$ cat src/hdl/mss_cfg.svh
// Functional notes
// - Accepted detection starts delay_timer, programmable from zero to about half a second.
// - Separate speed_trim fine value is added to the coarse delay setting.
// - When delay_timer expires, skip_timer runs and valves are driven throughout it.
// - After switch-on, detections and triggers are ignored for a one-second warm-up.
// - While power_enable_switch is off, no skip cycle is started.
// - marker_found_lamp pulses for a fixed time when a detection starts delay_timer.
// - Skip lamp is lit exactly during the skip_timer interval, dark otherwise.
// - sensor_fault_lamp lights whenever the sensor front end reports a malfunction.
// - Closing the manual_trigger_switch performs a skip exactly like a detected marker.
// - All settings at maximum give about 3/4 s delay then about 1/2 s skip.
// - Programmable pickup_threshold sets sensor strength needed to count as detection.
// - Skip interval is never shorter than about 0.02 seconds.
`ifndef MSS_CFG_SVH
`define MSS_CFG_SVH

// Register offsets (byte addresses)
`define MSS_REG_DELAY 8'h00
`define MSS_REG_TRIM 8'h04
`define MSS_REG_SKIP 8'h08
`define MSS_REG_THRESH 8'h0C
`define MSS_REG_CTRL 8'h10
`define MSS_REG_STATUS 8'h14
`define MSS_REG_DETCNT 8'h18
`define MSS_REG_SKIPCNT 8'h1C

// Field positions
`define MSS_CTRL_SOFT_TRIG 0
`define MSS_ST_STATE_LSB 0
`define MSS_ST_VALVE 3
`define MSS_ST_FOUND 4
`define MSS_ST_SKIP 5
`define MSS_ST_FAULT 6
`define MSS_ST_ENABLE 7

// Reset values, milliseconds except the threshold, which is a sensor level
`define MSS_DELAY_RST 10'h000
`define MSS_TRIM_RST 10'h07D
`define MSS_SKIP_RST 10'h0FA
`define MSS_THRESH_RST 8'h80

// Setting limits, milliseconds
`define MSS_DELAY_MAX_MS 500
`define MSS_TRIM_MAX_MS 250
`define MSS_SKIP_MIN_MS 20
`define MSS_SKIP_MAX_MS 500

// Timing
`define MSS_CLK_PERIOD_NS 20
`define MSS_TICK_NS 1000000
`define MSS_TICK_CYCLES (`MSS_TICK_NS / `MSS_CLK_PERIOD_NS)
`define MSS_WARMUP_MS 1000
`define MSS_FOUND_LAMP_MS 50

`endif

$ cat src/hdl/mss_pkg.sv
package mss_pkg;
  typedef enum logic [2:0] {
    MSS_OFF,
    MSS_WARMUP,
    MSS_IDLE,
    MSS_DELAY,
    MSS_SKIP
  } mss_state_t;
endpackage

$ cat src/hdl/mss_sequencer.sv
`timescale 1ns/1ps
`include "mss_cfg.svh"
module mss_sequencer import mss_pkg::*; #(
  parameter int TICK_CYCLES = `MSS_TICK_CYCLES,
  parameter int AW = 8,
  parameter int SW = 8
) (
  // Clock, reset, enable
  input wire logic clk,
  input wire logic sys_rst,
  input wire logic ce,
  // Register port
  input wire logic [AW-1:0] reg_addr,
  input wire logic [31:0] reg_wdata,
  input wire logic reg_wr,
  input wire logic reg_rd,
  output logic [31:0] reg_rdata,
  // Sensor front end
  input wire logic [SW-1:0] sensor_level,
  input wire logic sensor_fault,
  // Operator switches
  input wire logic power_enable_switch,
  input wire logic manual_trigger_switch,
  // Valve driver and lamps
  output logic valve_drive,
  output logic marker_found_lamp,
  output logic skip_lamp,
  output logic sensor_fault_lamp
);

  // Holds a written value inside the range lo to hi
  function automatic logic [9:0] clamp10(input logic [31:0] v, input logic [9:0] lo, input logic [9:0] hi);
    logic [9:0] r;
    r = hi;
    if (v < 32'(lo)) begin
      r = lo;
    end else if (v <= 32'(hi)) begin
      r = v[9:0];
    end
    return r;
  endfunction

  // Counters stop at all ones instead of wrapping
  function automatic logic [15:0] sat_inc(input logic [15:0] v);
    return (v == 16'hFFFF) ? v : v + 16'h0001;
  endfunction

  localparam logic [9:0] DELAY_MAX = 10'(`MSS_DELAY_MAX_MS);
  localparam logic [9:0] TRIM_MAX = 10'(`MSS_TRIM_MAX_MS);
  localparam logic [9:0] SKIP_MIN = 10'(`MSS_SKIP_MIN_MS);
  localparam logic [9:0] SKIP_MAX = 10'(`MSS_SKIP_MAX_MS);
  localparam logic [10:0] WARMUP_MS = 11'(`MSS_WARMUP_MS);
  localparam logic [10:0] LAMP_MS = 11'(`MSS_FOUND_LAMP_MS);
  localparam int TW = $clog2(TICK_CYCLES + 1);

  // Settings
  logic [9:0] delay_r;
  logic [9:0] trim_r;
  logic [9:0] skip_r;
  logic [SW-1:0] thresh_r;
  logic soft_trig_r;
  logic [15:0] det_cnt_r;
  logic [15:0] skip_cnt_r;

  // Sequencer
  mss_state_t state_r;
  mss_state_t state_nxt;
  logic [TW-1:0] tick_cnt_r;
  logic tick_r;
  logic hit_prev_r;
  logic man_prev_r;

  // Outputs
  logic valve_r;
  logic found_r;
  logic skip_lamp_r;
  logic fault_r;
  logic [31:0] rdata_r;

  // Register decode
  wire sel_delay = (reg_addr == AW'(`MSS_REG_DELAY));
  wire sel_trim = (reg_addr == AW'(`MSS_REG_TRIM));
  wire sel_skip = (reg_addr == AW'(`MSS_REG_SKIP));
  wire sel_thresh = (reg_addr == AW'(`MSS_REG_THRESH));
  wire sel_ctrl = (reg_addr == AW'(`MSS_REG_CTRL));
  wire sel_status = (reg_addr == AW'(`MSS_REG_STATUS));
  wire sel_detcnt = (reg_addr == AW'(`MSS_REG_DETCNT));
  wire sel_skipcnt = (reg_addr == AW'(`MSS_REG_SKIPCNT));
  wire wr_delay = reg_wr && sel_delay;
  wire wr_trim = reg_wr && sel_trim;
  wire wr_skip = reg_wr && sel_skip;
  wire wr_thresh = reg_wr && sel_thresh;
  wire wr_ctrl = reg_wr && sel_ctrl;
  wire wr_detcnt = reg_wr && sel_detcnt;
  wire wr_skipcnt = reg_wr && sel_skipcnt;

  // Write values are held inside their usable ranges
  wire [9:0] delay_wval = clamp10(reg_wdata, 10'h000, DELAY_MAX);
  wire [9:0] trim_wval = clamp10(reg_wdata, 10'h000, TRIM_MAX);
  wire [9:0] skip_wval = clamp10(reg_wdata, SKIP_MIN, SKIP_MAX);

  // Total delay is coarse plus fine; both at maximum gives 750 ms
  wire [10:0] delay_total = {1'b0, delay_r} + {1'b0, trim_r};

  // Trigger sources
  // Edge history resets low, the idle level of both inputs, so reset makes no false edge
  // A reported sensor fault blocks detections; manual and software triggers still act
  wire pickup_threshold_hit = (sensor_level >= thresh_r);
  wire det_edge = pickup_threshold_hit && !hit_prev_r && !sensor_fault;
  wire man_edge = manual_trigger_switch && !man_prev_r;
  wire trigger = det_edge || man_edge || soft_trig_r;

  // Main timer runs warm-up, delay and skip in turn
  logic main_load;
  logic [10:0] main_val;
  logic main_expire;
  logic lamp_busy;
  logic lamp_expire;

  // A trigger outside IDLE is dropped, never queued
  wire start_cycle = (state_r == MSS_IDLE) && power_enable_switch && trigger;

  // Turning the switch off aborts any cycle; turning it on again repeats the warm-up
  always_comb begin
    state_nxt = state_r;
    main_load = 1'b0;
    main_val = 11'h000;
    unique case (state_r)
      MSS_OFF: begin
        if (power_enable_switch) begin
          state_nxt = MSS_WARMUP;
          main_load = 1'b1;
          main_val = WARMUP_MS;
        end
      end
      MSS_WARMUP: begin
        if (!power_enable_switch) begin
          state_nxt = MSS_OFF;
        end else if (main_expire) begin
          state_nxt = MSS_IDLE;
        end
      end
      MSS_IDLE: begin
        if (!power_enable_switch) begin
          state_nxt = MSS_OFF;
        end else if (start_cycle) begin
          state_nxt = MSS_DELAY;
          main_load = 1'b1;
          main_val = delay_total;
        end
      end
      MSS_DELAY: begin
        if (!power_enable_switch) begin
          state_nxt = MSS_OFF;
        end else if (main_expire) begin
          state_nxt = MSS_SKIP;
          main_load = 1'b1;
          main_val = {1'b0, skip_r};
        end
      end
      MSS_SKIP: begin
        if (!power_enable_switch) begin
          state_nxt = MSS_OFF;
        end else if (main_expire) begin
          state_nxt = MSS_IDLE;
        end
      end
      default: begin
        state_nxt = MSS_OFF;
      end
    endcase
  end

  mss_ms_timer #(
    .W(11)
  ) u_main_timer (
    .clk(clk),
    .sys_rst(sys_rst),
    .ce(ce),
    .tick(tick_r),
    .load(main_load),
    .load_val(main_val),
    .busy(),
    .expire(main_expire)
  );

  // Lamp pulse length is fixed and runs to its end even if the switch is turned off
  mss_ms_timer #(
    .W(11)
  ) u_lamp_timer (
    .clk(clk),
    .sys_rst(sys_rst),
    .ce(ce),
    .tick(tick_r),
    .load(start_cycle),
    .load_val(LAMP_MS),
    .busy(lamp_busy),
    .expire(lamp_expire)
  );

  // Millisecond tick
  // Shared by all timers, so each duration may come out up to one tick short
  wire tick_wrap = (tick_cnt_r == TW'(TICK_CYCLES - 1));

  always_ff @(posedge clk or posedge sys_rst) begin
    if (sys_rst) begin
      tick_cnt_r <= '0;
      tick_r <= 1'b0;
    end else if (ce) begin
      tick_cnt_r <= tick_wrap ? '0 : tick_cnt_r + TW'(1);
      tick_r <= tick_wrap;
    end
  end

  // Sequencer state and edge history
  always_ff @(posedge clk or posedge sys_rst) begin
    if (sys_rst) begin
      state_r <= MSS_OFF;
      hit_prev_r <= 1'b0;
      man_prev_r <= 1'b0;
    end else if (ce) begin
      state_r <= state_nxt;
      hit_prev_r <= pickup_threshold_hit;
      man_prev_r <= manual_trigger_switch;
    end
  end

  // Valve and lamps
  // Valve and skip lamp rise together one cycle after the delay expires
  wire skip_next = (state_nxt == MSS_SKIP);
  wire found_next = start_cycle || (lamp_busy && !lamp_expire && found_r);

  always_ff @(posedge clk or posedge sys_rst) begin
    if (sys_rst) begin
      valve_r <= 1'b0;
      skip_lamp_r <= 1'b0;
      found_r <= 1'b0;
      fault_r <= 1'b0;
    end else if (ce) begin
      valve_r <= skip_next;
      skip_lamp_r <= skip_next;
      found_r <= found_next;
      fault_r <= sensor_fault;
    end
  end

  // Settings registers
  // Writes take the clamped values; nothing is refused
  always_ff @(posedge clk or posedge sys_rst) begin
    if (sys_rst) begin
      delay_r <= `MSS_DELAY_RST;
      trim_r <= `MSS_TRIM_RST;
      skip_r <= `MSS_SKIP_RST;
      thresh_r <= SW'(`MSS_THRESH_RST);
    end else if (ce) begin
      if (wr_delay) begin
        delay_r <= delay_wval;
      end
      if (wr_trim) begin
        trim_r <= trim_wval;
      end
      if (wr_skip) begin
        skip_r <= skip_wval;
      end
      if (wr_thresh) begin
        thresh_r <= reg_wdata[SW-1:0];
      end
    end
  end

  // Software trigger; consumed when the cycle starts or dropped when not idle
  always_ff @(posedge clk or posedge sys_rst) begin
    if (sys_rst) begin
      soft_trig_r <= 1'b0;
    end else if (ce) begin
      if (wr_ctrl && reg_wdata[`MSS_CTRL_SOFT_TRIG]) begin
        soft_trig_r <= 1'b1;
      end else begin
        soft_trig_r <= 1'b0;
      end
    end
  end

  // Event counters; a clearing write in the same cycle as a new event leaves the count at one
  wire det_inc = start_cycle && det_edge;
  wire skip_inc = (state_r == MSS_DELAY) && main_expire && power_enable_switch;

  always_ff @(posedge clk or posedge sys_rst) begin
    if (sys_rst) begin
      det_cnt_r <= 16'h0000;
      skip_cnt_r <= 16'h0000;
    end else if (ce) begin
      if (det_inc) begin
        det_cnt_r <= wr_detcnt ? 16'h0001 : sat_inc(det_cnt_r);
      end else if (wr_detcnt) begin
        det_cnt_r <= 16'h0000;
      end
      if (skip_inc) begin
        skip_cnt_r <= wr_skipcnt ? 16'h0001 : sat_inc(skip_cnt_r);
      end else if (wr_skipcnt) begin
        skip_cnt_r <= 16'h0000;
      end
    end
  end

  // Read mux
  // Unmapped addresses and CTRL read as zero
  logic [31:0] status_word;
  logic [31:0] rd_mux;

  always_comb begin
    status_word = 32'h0000_0000;
    status_word[`MSS_ST_STATE_LSB +: 3] = state_r;
    status_word[`MSS_ST_VALVE] = valve_r;
    status_word[`MSS_ST_FOUND] = found_r;
    status_word[`MSS_ST_SKIP] = skip_lamp_r;
    status_word[`MSS_ST_FAULT] = fault_r;
    status_word[`MSS_ST_ENABLE] = power_enable_switch;
  end

  assign rd_mux = sel_delay ? {22'h000000, delay_r} :
                  sel_trim ? {22'h000000, trim_r} :
                  sel_skip ? {22'h000000, skip_r} :
                  sel_thresh ? 32'(thresh_r) :
                  sel_status ? status_word :
                  sel_detcnt ? {16'h0000, det_cnt_r} :
                  sel_skipcnt ? {16'h0000, skip_cnt_r} :
                  32'h0000_0000;

  // Read data stand only in the cycle after the strobe, zero otherwise
  always_ff @(posedge clk or posedge sys_rst) begin
    if (sys_rst) begin
      rdata_r <= 32'h0000_0000;
    end else if (ce) begin
      rdata_r <= reg_rd ? rd_mux : 32'h0000_0000;
    end
  end

  assign reg_rdata = rdata_r;
  assign valve_drive = valve_r;
  assign marker_found_lamp = found_r;
  assign skip_lamp = skip_lamp_r;
  assign sensor_fault_lamp = fault_r;

endmodule

$ cat src/hdl/mss_ms_timer.sv
`timescale 1ns/1ps
// Millisecond down-counter; expire pulses once when the count runs out
module mss_ms_timer #(
  parameter int W = 10
) (
  // Clock and control
  input wire logic clk,
  input wire logic sys_rst,
  input wire logic ce,
  input wire logic tick,
  // Load
  input wire logic load,
  input wire logic [W-1:0] load_val,
  // Status
  output logic busy,
  output logic expire
);
  logic [W-1:0] count_r;
  logic expire_r;
  wire count_zero = (count_r == '0);
  wire count_last = (count_r == W'(1));

  always_ff @(posedge clk or posedge sys_rst) begin
    if (sys_rst) begin
      count_r <= '0;
      expire_r <= 1'b0;
    end else if (ce) begin
      if (load) begin
        count_r <= load_val;
        expire_r <= (load_val == '0);
      end else if (tick && !count_zero) begin
        count_r <= count_r - W'(1);
        expire_r <= count_last;
      end else begin
        expire_r <= 1'b0;
      end
    end
  end

  assign busy = !count_zero;
  assign expire = expire_r;
endmodule

$ cat config.mk
export PLATFORM = sky130hd
export DESIGN_NAME = mss_sequencer
export DESIGN_NICKNAME = d
export VERILOG_FILES = /design/src/hdl/mss_pkg.sv /design/src/hdl/mss_sequencer.sv /design/src/hdl/mss_ms_timer.sv
export VERILOG_INCLUDE_DIRS = /design/src /design/src/hdl
export SDC_FILE = /design/constraint.sdc
export NUM_CORES = 1
export LEC_CHECK = 0
export ABC_CLOCK_PERIOD_IN_PS = 6060
export BUFFER_PORTS_ARGS = -buffer_cell sky130_fd_sc_hd__buf_4
export CORE_ASPECT_RATIO = 1.75
export CORE_MARGIN = 1.5
export CORE_UTILIZATION = 50
export CTS_BUF_LIST = sky130_fd_sc_hd__clkbuf_4 sky130_fd_sc_hd__clkbuf_8
export DETAILED_ROUTE_END_ITERATION = 16
export GPL_TIMING_DRIVEN = 0
export PLACE_DENSITY_LB_ADDON = 0.12
export SLEW_MARGIN = 20
export SYNTH_ARGS = -nofsm -noshare
export SYNTH_HDL_FRONTEND = slang
export SYNTH_SLANG_ARGS = --single-unit
$ cat constraint.sdc
create_clock -name clk -period 6.06 [get_ports clk]
set_clock_uncertainty 0.15 [all_clocks]
set_input_delay 0 -clock clk [delete_from_list [all_inputs] [get_ports clk]]
set_output_delay 0 -clock clk [all_outputs]
set_load 0.005 [all_outputs]
==> out/metrics.cfg, run 1 <==
[critical_path]
rr_worst_depth=10
cp-endpoint=u_main_timer.count_r[7]$_DFFE_PP0P_
crit_slowest_cell=o31ai_2
crit_path_start_kind=flop
path_cells=inv_1, ha_1, nand4_1, o31a_1, o31ai_2, nor3_2, a21oi_1, clkbuf_1, o21ai_0, a21bo_2
max_stage_delay_ns=0.65
worstPathRequired_ns=6.24
cp-startpoint=thresh_r[7]$_DFFE_PP1P_
worstSetupPathType=flop to flop
crit_path_end_kind=flop
critPathArrivalTime_ns=3.71
r2r_start=thresh_r[7]$_DFFE_PP1P_
r2r-end=u_main_timer.count_r[7]$_DFFE_PP0P_
rrSetupSlack_ns=2.53
worstPathMaxFanout=10

[drt]
post_drt_wl_per_cell_um=18.82
drt_wl_total_um=21830
vias=7023
drt_first_pass_iters=8
viasPerCell=6.054
drc_errors=0
antenna_left=0
dr.first_iter.drc_count=424

[placement]
dpl.hpwl_um=16410
gp_congestion=0.9045
preCtsSetupSlack_ns=2.602
portBuffers=73

[cells_and_area]
final_common_cell=dfrtp_1
nFillCells=1315
final_nets=1047
antennaDiodeCount=0
final_cell_mix=123 x dfrtp_1, 98 x nor2_1, 91 x buf_4
drive_gt1_frac=0.1638
syn_to_final_growth_pct=20.03
ff_latch_area_um2=3420
multi_input_comb_area_um2=3954

[clock_network]
cts-root-buf=clkbuf_8
cts_buffers=17
cts_buffer_depth=2
cts_tree=yes
clock-sinks=136
postCtsSetupRepairBufs=0
cts-htree-levels=4
clk_pin_slew_ns=0.08
clock_latency_ns=0.45

[pwr]
p_leak_nw=4.299
ir_drop_uv=141.8
power_density_nw_per_um2=248.6

[logic_synthesis]
synth-seq-cells=136
synth_edf_count=0
syn_inst=831
synthFlopType=dfrtp_1
ys_types=73
ys_seq_area_frac=0.4447
async_reset_ff_frac=1.000
syn_area_per_cell_um2=9.254
ys.warnings.count=0
synth_area_um2=7690

[sta]
tightest_slew_ns=0.9469
rsz0062_at_grt=false
post-route-min-period_ns=3.529
finalSetupTns_ns=0
finalMaxSlewViolations=0
layout_setup_ws_ns=2.531
max_freq_mhz=283.4
slew_headroom=0.3629
hold_viol_final=0
fin_crit_sh=0.5823
finalSetupViolCount=0

[die]
die_h_um=167.1
start_util=0.5132
fp.dieW_um=96.75
core_area_um2=14990
rows=59
pin_count=92
die-area_um2=16160

[grt]
grt_usage=0.2748
gr-total-overflow=0
grt_pass1_wl_um=35750
grt_max_degree=110
grt_pass1_vias=7105
antenna_found_initial=0

[flow_run]
drv_cap=0

[min_path]
holdCritPathClass=primary input to flop

[run_status]
status=finished clean

==> critical path, delay by kind of cell, from the launching register on <==
kind | cells | cell delay, ns
AND/OR/NAND/NOR | 2 | 0.35
buffers and inverters | 2 | 0.38
flip-flops | 1 | 0.53
AO/OA/AOI/OAI | 5 | 1.68
adder cells (fa/ha/maj) | 1 | 0.31
==> cells by family after synthesis <==
kind of cell	count (synthesis)	synth area share
buf+inv	77	0.04849
fa+ha+maj	26	0.04328
flops	136	0.4447
other cells	1	0.0004877
xor+xnor	52	0.05923
simple gates	333	0.2143
compound gates	202	0.1840
mux	4	0.005532
==> flip-flops by register name, summed over array words and instances, names as in the netlist, 3 cells and up <==
| register | cells |
|---|---|
| det_cnt_r | 16 |
| u_main_timer.count_r | 11 |
| state_r | 3 |
| u_lamp_timer.count_r | 11 |
| trim_r | 10 |
| skip_r | 10 |
| delay_r | 10 |
| thresh_r | 8 |
| tick_cnt_r | 16 |
| reg_rdata | 16 |
| skip_cnt_r | 16 |
==> worst min path at each step <==
stage	startpoint	slack [ns]	to	depth (start not counted)
2_1_floorplan	reg_wdata[4]	-0.04	skip_r[4]$_DFFE_PP1P_	2
3_3_place_gp	manual_trigger_switch	0.09	man_prev_r$_DFFE_PP0P_	3
3_5_place_dp	sys_rst	-0.18	u_lamp_timer.count_r[3]$_DFFE_PP0P_	2
4_1_cts	reg_addr[6]	0.02	skip_cnt_r[12]$_DFFE_PP0P_	5
5_1_grt	reg_wdata[24]	0.07	skip_r[3]$_DFFE_PP1P_	6
6_report	reg_wdata[24]	0.04	delay_r[4]$_DFFE_PP0P_	6
==> synth_stat cells (10+ instances only) <==
library cell / number / area (um^2)
xor2_1: 24 / 210.2
inv_1: 28 / 105.1
or3_1: 13 / 81.33
nand2_1: 83 / 311.6
a21oi_1: 32 / 160.2
a22oi_1: 13 / 97.59
o21ai_0: 49 / 245.2
nor4_1: 11 / 68.82
xnor2_1: 28 / 245.2
ha_1: 25 / 312.8
dfrtp_1: 123 / 3078
buf_4: 18 / 135.1
and3_1: 17 / 106.4
dfstp_2: 13 / 341.6
a22o_1: 14 / 122.6
nand4_1: 17 / 106.4
nor2_1: 98 / 367.9
clkbuf_1: 27 / 101.4
a21o_1: 10 / 75.07
nand3_1: 24 / 120.1
nor3_1: 19 / 95.09
==> metal layers <==
metal  GRT usage  wire (um)  vias to the layer above
met5           0          0                        -
met4      0.1330        892                        0
met3     0.04322        976                       61
met2      0.4895      11570                      255
met1      0.3187       8396                     3443
li1            -          -                     3264
==> report_power, final <==
group	internal [mW]	total (mW)	switching, mW
clock	0.404	0.792	0.388
sequential	0.992	1.09	0.0967
combinational	0.185	0.414	0.229
==> metrics by stage <==
stage	area [um^2]	std cells	hold slack (ns)	utilization	power [mW]
after floorplan	7746	846	-0.04137	-	1.357
after global placement	8523	1102	0.08540	0.5688	1.473
after detailed placement	8558	1103	-0.1850	0.5711	1.499
after CTS	9230	1160	0.01759	0.6159	2.296
after global routing	9230	1160	0.07071	0.6159	2.409
final	9230	1160	0.04092	0.6159	2.294
==> timing repair <==
item | CTS | global route
resized for setup | 0 | 0
hold buffers | 26 | 0
hold endpoints to repair | 184 | 0
setup endpoints to repair | 0 | 0
==> area by class of cell <==
| cell class | instances | share of cell area |
|---|---|---|
| Sequential cell | 136 | 0.3705 |
| Inverter | 28 | 0.01220 |
| Timing Repair Buffer | 100 | 0.09055 |
| Tap cell | 183 | 0.02481 |
| Clock buffer | 20 | 0.02982 |
| Multi-Input combinational cell | 633 | 0.4284 |
| Clock inverter | 11 | 0.01478 |
| Buffer | 49 | 0.02901 |
No activity file was read; power rests on OpenSTA's default activity.
==> run 2: changes to the inputs <==
Settings changed: ABC_CLOCK_PERIOD_IN_PS 6060 to 3300.
Clock period 6.06 ns to 3.3 ns, I/O delays scaled along.
==> out/metrics.cfg, run 2 (synthesis results as in run 1) <==
[sta]
rsz0062_at_grt=true
finalMaxSlewViolations=0  ; unchanged
tightest_slew_ns=1.013  ; +0.06620 ns
hold_viol_final=0  ; unchanged
layout_setup_ws_ns=0.06070  ; -2.471 ns
slew_headroom=0.3184  ; -0.04454
fin_hold_ws_ns=0.02546  ; -0.01546 ns
max_freq_mhz=308.7  ; +8.9%
fin_crit_sh=0.9816  ; +0.3993
finalSetupViolCount=0  ; unchanged
post-route-min-period_ns=3.239  ; -0.2892 ns

[pwr]
seq_power_share=0.461  ; -0.014
clockPowerShare=0.356  ; +0.011
power_mw=4.337  ; +89%
ir_drop_uv=278.4  ; +96%
p_switching_mw=1.315  ; +84%
p_leak_nw=4.401  ; +2.4%
sw_frac_of_total=0.3032  ; -0.007591
combPwrFrac=0.183  ; +0.003
p_int_mw=3.022  ; +91%
power_density_nw_per_um2=461.0  ; +85%

[clock_network]
cts_tree=yes
cts_buffer_depth=2  ; unchanged
clock_latency_ns=0.44  ; about the same
clk_pin_slew_ns=0.09  ; about the same
clock-sinks=136  ; unchanged
cts_buffers=17  ; unchanged
cts-htree-levels=4  ; unchanged
cts-root-buf=clkbuf_8

[die]
die_h_um=167.1  ; unchanged
pin_count=92  ; unchanged
start_util=0.5132  ; unchanged
fp.dieW_um=96.75  ; unchanged
core_area_um2=14990  ; unchanged
rows=59  ; unchanged
die-area_um2=16160  ; unchanged

[critical_path]
crit_path_end_kind=flop
critPathArrivalTime_ns=3.42  ; -0.29 ns
path_cells=inv_1, ha_1, nand4_1, o31a_1, o31ai_4, nor3_4, a21oi_2, clkbuf_2, o21ai_0, a22o_1
worstPathRequired_ns=3.48  ; -2.76 ns
crit_slowest_cell=o31ai_4
r2r_start=thresh_r[7]$_DFFE_PP1P_
rr_worst_depth=10  ; unchanged
r2r-end=u_main_timer.count_r[6]$_DFFE_PP0P_
crit_path_start_kind=flop
worstSetupPathType=flop to flop
max_stage_delay_ns=0.58  ; -0.07 ns
rrSetupSlack_ns=0.06  ; -2.47 ns
worstPathMaxFanout=10  ; unchanged
cp-endpoint=u_main_timer.count_r[6]$_DFFE_PP0P_
cp-startpoint=thresh_r[7]$_DFFE_PP1P_

[grt]
grt_pass1_vias=6976  ; -1.8%
antenna_found_initial=0  ; unchanged
grt_pass1_wl_um=35470  ; -0.77%
grt_usage=0.2726  ; -0.002194
grt_max_degree=37  ; -66%
gr-total-overflow=0  ; unchanged

[cells_and_area]
final_cell_mix=123 x dfrtp_1, 98 x nor2_1, 94 x buf_4
final_cells=1169  ; +0.78%
syn_to_final_growth_pct=22.32
drive_gt1_frac=0.1815  ; +0.01777
antennaDiodeCount=0  ; unchanged
final_common_cell=dfrtp_1
final_nets=1055  ; +0.76%

[placement]
preCtsSetupSlack_ns=-0.2284  ; -2.831 ns
dpl.hpwl_um=16640  ; +1.4%
gp_congestion=0.8949  ; -1.1%
portBuffers=73  ; unchanged
placed_cells=1106  ; +0.27%

[drt]
post_drt_wl_per_cell_um=18.57  ; -1.3%
antenna_left=0  ; unchanged
viasPerCell=5.931  ; -2.0%
drt_first_pass_iters=5  ; -3
drt_wl_total_um=21710  ; -0.55%
dr.first_iter.drc_count=497  ; +17%
drc_errors=0  ; unchanged
vias=6933  ; -1.3%

[min_path]
holdCritPathClass=primary input to flop

[flow_run]
drv_cap=0  ; unchanged

[run_status]
status=finished clean

==> run 2: how the worst min path moves through the flow <==
stage,startpoint,cells after the start,to
6_report,reg_addr[6],5,skip_cnt_r[15]$_DFFE_PP0P_
5_1_grt,reg_addr[6],5,skip_cnt_r[14]$_DFFE_PP0P_
4_1_cts,reg_addr[6],5,skip_cnt_r[14]$_DFFE_PP0P_
3_5_place_dp,sys_rst,2,u_lamp_timer.count_r[2]$_DFFE_PP0P_
3_3_place_gp,manual_trigger_switch,3,man_prev_r$_DFFE_PP0P_
2_1_floorplan,reg_wdata[4],2,skip_r[4]$_DFFE_PP1P_
==> run 2: cell type report <==
| type | count | area [um^2] |
|---|---|---|
| fillers | 1291 | 5579 |
| clock buffers | 18 | 241.5 |
| repair buffers | 108 | 930.9 |
| well taps | 183 | 229.0 |
| flip-flops and latches | 136 | 3420 |
| plain buffers | 49 | 274.0 |
| inverters | 28 | 108.9 |
| multi-input cells | 633 | 4008 |
| clock inverters | 14 | 195.2 |
==> run 2: timing repair <==
item	in CTS	in global routing
hold buffers	28	0
pin swaps	1	4
cloned	0	0
buffers inserted	1	2
endpoints found under the hold margin	127	0
endpoints found under the setup margin	12	16
gates resized for setup	6	13
==> run 2: power groups by stage <==
stage,Sequential [mW],Clock [mW],Combinational [mW]
after floorplan,1.98,0,0.517
after global placement,2.01,0,0.693
after detailed placement,2.02,0,0.747
after CTS,1.99,1.56,0.776
after global routing,2.02,1.63,0.886
final,2.00,1.54,0.793
==> run 2: worst max-delay path, delay by kind of cell (launching register included) <==
family / cells / cell delay (ns)
fa+ha+maj: 1 / 0.30
compound gates: 5 / 1.60
buf+inv: 2 / 0.30
flops: 1 / 0.53
simple gates: 2 / 0.25
==> run 2: routing by layer <==
| layer | part of all wire | global-route usage | vias up | wire, um |
|---|---|---|---|---|
| met5 | 0 | 0 | - | 0 |
| met4 | 0.042 | 0.1260 | 0 | 908 |
| met3 | 0.042 | 0.04784 | 54 | 905 |
| met2 | 0.53 | 0.4947 | 229 | 11510 |
| met1 | 0.39 | 0.3072 | 3372 | 8387 |
| li1 | - | - | 3278 | - |
==> run 2: metrics by stage <==
| step | area (um^2) | util | setup TNS [ns] |
|---|---|---|---|
| floorplan | 7750 | - | 0 |
| global placement | 8527 | 0.5690 | -1.479 |
| detailed placement | 8607 | 0.5744 | -1.306 |
| CTS | 9360 | 0.6246 | 0 |
| global route | 9407 | 0.6277 | -0.1380 |
| finish | 9407 | 0.6277 | 0 |
==> run 3: changes to the inputs <==
Settings changed: HOLD_SLACK_MARGIN from default to 0.06.
==> out/metrics.cfg, run 3 (synthesis results as in run 1) <==
[drt]
vias=6970  ; +0.53%
drc_errors=0  ; unchanged
drt_wl_total_um=21810  ; +0.46%
post_drt_wl_per_cell_um=18.63  ; +0.28%
drt_first_pass_iters=8  ; +3
antenna_left=0  ; unchanged
viasPerCell=5.952  ; +0.36%
dr.first_iter.drc_count=452  ; -9.1%

[critical_path]
crit_family=compound AO/OA/AOI/OAI gates
crit_slowest_cell=o31ai_4
path_cells=inv_1, ha_1, nand4_1, o31a_1, o31ai_4, nor3_4, a21oi_2, clkbuf_2, o21ai_0, a22o_1
crit_path_end_kind=flop
worstPathRequired_ns=3.48  ; about the same
max_stage_delay_ns=0.57  ; about the same
critPathBufInv=2  ; unchanged
worstSetupPathType=flop to flop
critPathArrivalTime_ns=3.43  ; about the same
crit_path_start_kind=flop
worstPathMaxFanout=10  ; unchanged

[sta]
hold_viol_final=0  ; unchanged
tightest_slew_ns=0.8583  ; -0.1548 ns
rsz0062_at_grt=true
slew_headroom=0.4225  ; +0.1042
max_freq_mhz=308.0  ; -0.24%
finalSetupViolCount=0  ; unchanged
layout_setup_ws_ns=0.05305  ; -0.007652 ns
fin_crit_sh=0.9839  ; +0.002319
finalMaxSlewViolations=0  ; unchanged
post-route-min-period_ns=3.247  ; +0.007652 ns
finalSetupTns_ns=0  ; unchanged

[placement]
portBuffers=73  ; unchanged
preCtsSetupSlack_ns=-0.2284  ; unchanged
gp_congestion=0.8949  ; unchanged
dpl.hpwl_um=16640  ; unchanged
placed_area_um2=8607  ; unchanged

[cells_and_area]
final_nets=1057  ; +0.19%
final_cell_mix=123 x dfrtp_1, 98 x nor2_1, 94 x buf_4
syn_to_final_growth_pct=22.67
final_util=0.6295  ; +0.001753
final_common_cell=dfrtp_1
stdcell_area_um2=9433  ; +0.28%
drive_gt1_frac=0.1822  ; +0.0006447
antennaDiodeCount=0  ; unchanged

[pwr]
seq_power_share=0.461  ; about the same
p_switching_mw=1.318  ; +0.25%
sw_frac_of_total=0.3036  ; +0.0004676
clockPowerShare=0.356  ; about the same
p_leak_nw=4.412  ; +0.25%
ir_drop_uv=278.5  ; about the same
power_density_nw_per_um2=460.2  ; -0.18%
p_int_mw=3.023  ; about the same
combPwrFrac=0.183  ; about the same

[die]
start_util=0.5132  ; unchanged
rows=59  ; unchanged
fp.dieW_um=96.75  ; unchanged
die_h_um=167.1  ; unchanged
die-area_um2=16160  ; unchanged
pin_count=92  ; unchanged
core_area_um2=14990  ; unchanged

[clock_network]
cts-root-buf=clkbuf_8
cts_tree=yes
cts_buffer_depth=2  ; unchanged
clock_latency_ns=0.44  ; about the same
clock-sinks=136  ; unchanged
clk_pin_slew_ns=0.08  ; about the same
cts_buffers=17  ; unchanged
cts-htree-levels=4  ; unchanged

[grt]
grt_pass1_vias=6999  ; +0.33%
antenna_found_initial=0  ; unchanged
grt_pass1_wl_um=35630  ; +0.45%
grt_usage=0.2740  ; +0.001424
grt_max_degree=37  ; unchanged
gr-total-overflow=0  ; unchanged

[run_status]
status=finished clean

[min_path]
holdCritPathClass=primary input to flop

[flow_run]
drv_cap=0  ; unchanged

==> run 3: cell types whose count changed in the layout (fill, tap and decap cells not counted) <==
cell / previous run / this run
dlygate4sd3_1: 28 / 30
nor4_1: 11 / 10
nor4_2: 0 / 1
==> run 3: power by group through the flow <==
stage | combinational [mW] | sequential (mW) | clock [mW]
6_report | 0.795 | 2.00 | 1.55
5_1_grt | 0.889 | 2.02 | 1.63
4_1_cts | 0.777 | 1.99 | 1.56
3_5_place_dp | 0.747 | 2.02 | 0
3_3_place_gp | 0.693 | 2.01 | 0
2_1_floorplan | 0.517 | 1.98 | 0
==> run 3: final timing paths <==
path	startpoint	to	slack (ns)	cells after the start
setup / recovery	thresh_r[7]$_DFFE_PP1P_	u_main_timer.count_r[6]$_DFFE_PP0P_	0.05	10
setup reg to reg	thresh_r[7]$_DFFE_PP1P_	u_main_timer.count_r[6]$_DFFE_PP0P_	0.05	10
hold / removal	ce	skip_r[7]$_DFFE_PP1P_	0.12	4
max in group asynchronous	sys_rst	skip_r[1]$_DFFE_PP1P_	1.47	7
hold reg to reg	trim_r[4]$_DFFE_PP1P_	trim_r[4]$_DFFE_PP1P_	0.33	2
min in group asynchronous	sys_rst	u_lamp_timer.count_r[5]$_DFFE_PP0P_	0.53	4
==> run 3: layout make-up <==
| cell class | count | area (um^2) |
|---|---|---|
| Buffer | 49 | 274.0 |
| Clock buffer | 18 | 241.5 |
| Clock inverter | 14 | 195.2 |
| Fill cell | 1289 | 5553 |
| Inverter | 28 | 108.9 |
| Multi-Input combinational cell | 633 | 4014 |
| Sequential cell | 136 | 3420 |
| Tap cell | 183 | 229.0 |
| Timing Repair Buffer | 110 | 950.9 |
==> run 3: what timing repair did <==
| item | CTS | global route |
|---|---|---|
| endpoints found under the setup margin | 12 | 21 |
| gates resized for setup | 6 | 14 |
| endpoints found under the hold margin | 130 | 0 |
| hold buffers | 30 | 0 |
| setup buffers | 1 | 2 |
| pin swaps | 1 | 4 |
==> run 3: worst reg2reg max path, delay by kind of cell (launching register included) <==
kind,cells,cell delay (ns)
AND/OR/NAND/NOR,2,0.25
AO/OA/AOI/OAI,5,1.62
flip-flops,1,0.53
adder cells (fa/ha/maj),1,0.30
buffers and inverters,2,0.29
==> run 3: per-layer routing <==
metal | track usage | share of wire
met1 | 0.3086 | 0.39
met2 | 0.4977 | 0.53
met3 | 0.04742 | 0.041
met4 | 0.1273 | 0.043
met5 | 0 | 0
==> run 3: per-stage QoR <==
step,hold WS [ns],cells,power (mW)
5_1_grt,0.1170,1171,4.546
2_1_floorplan,-0.04137,846,2.492
3_3_place_gp,0.07228,1102,2.705
3_5_place_dp,-0.2039,1106,2.769
6_report,0.1183,1171,4.341
4_1_cts,0.1008,1169,4.331
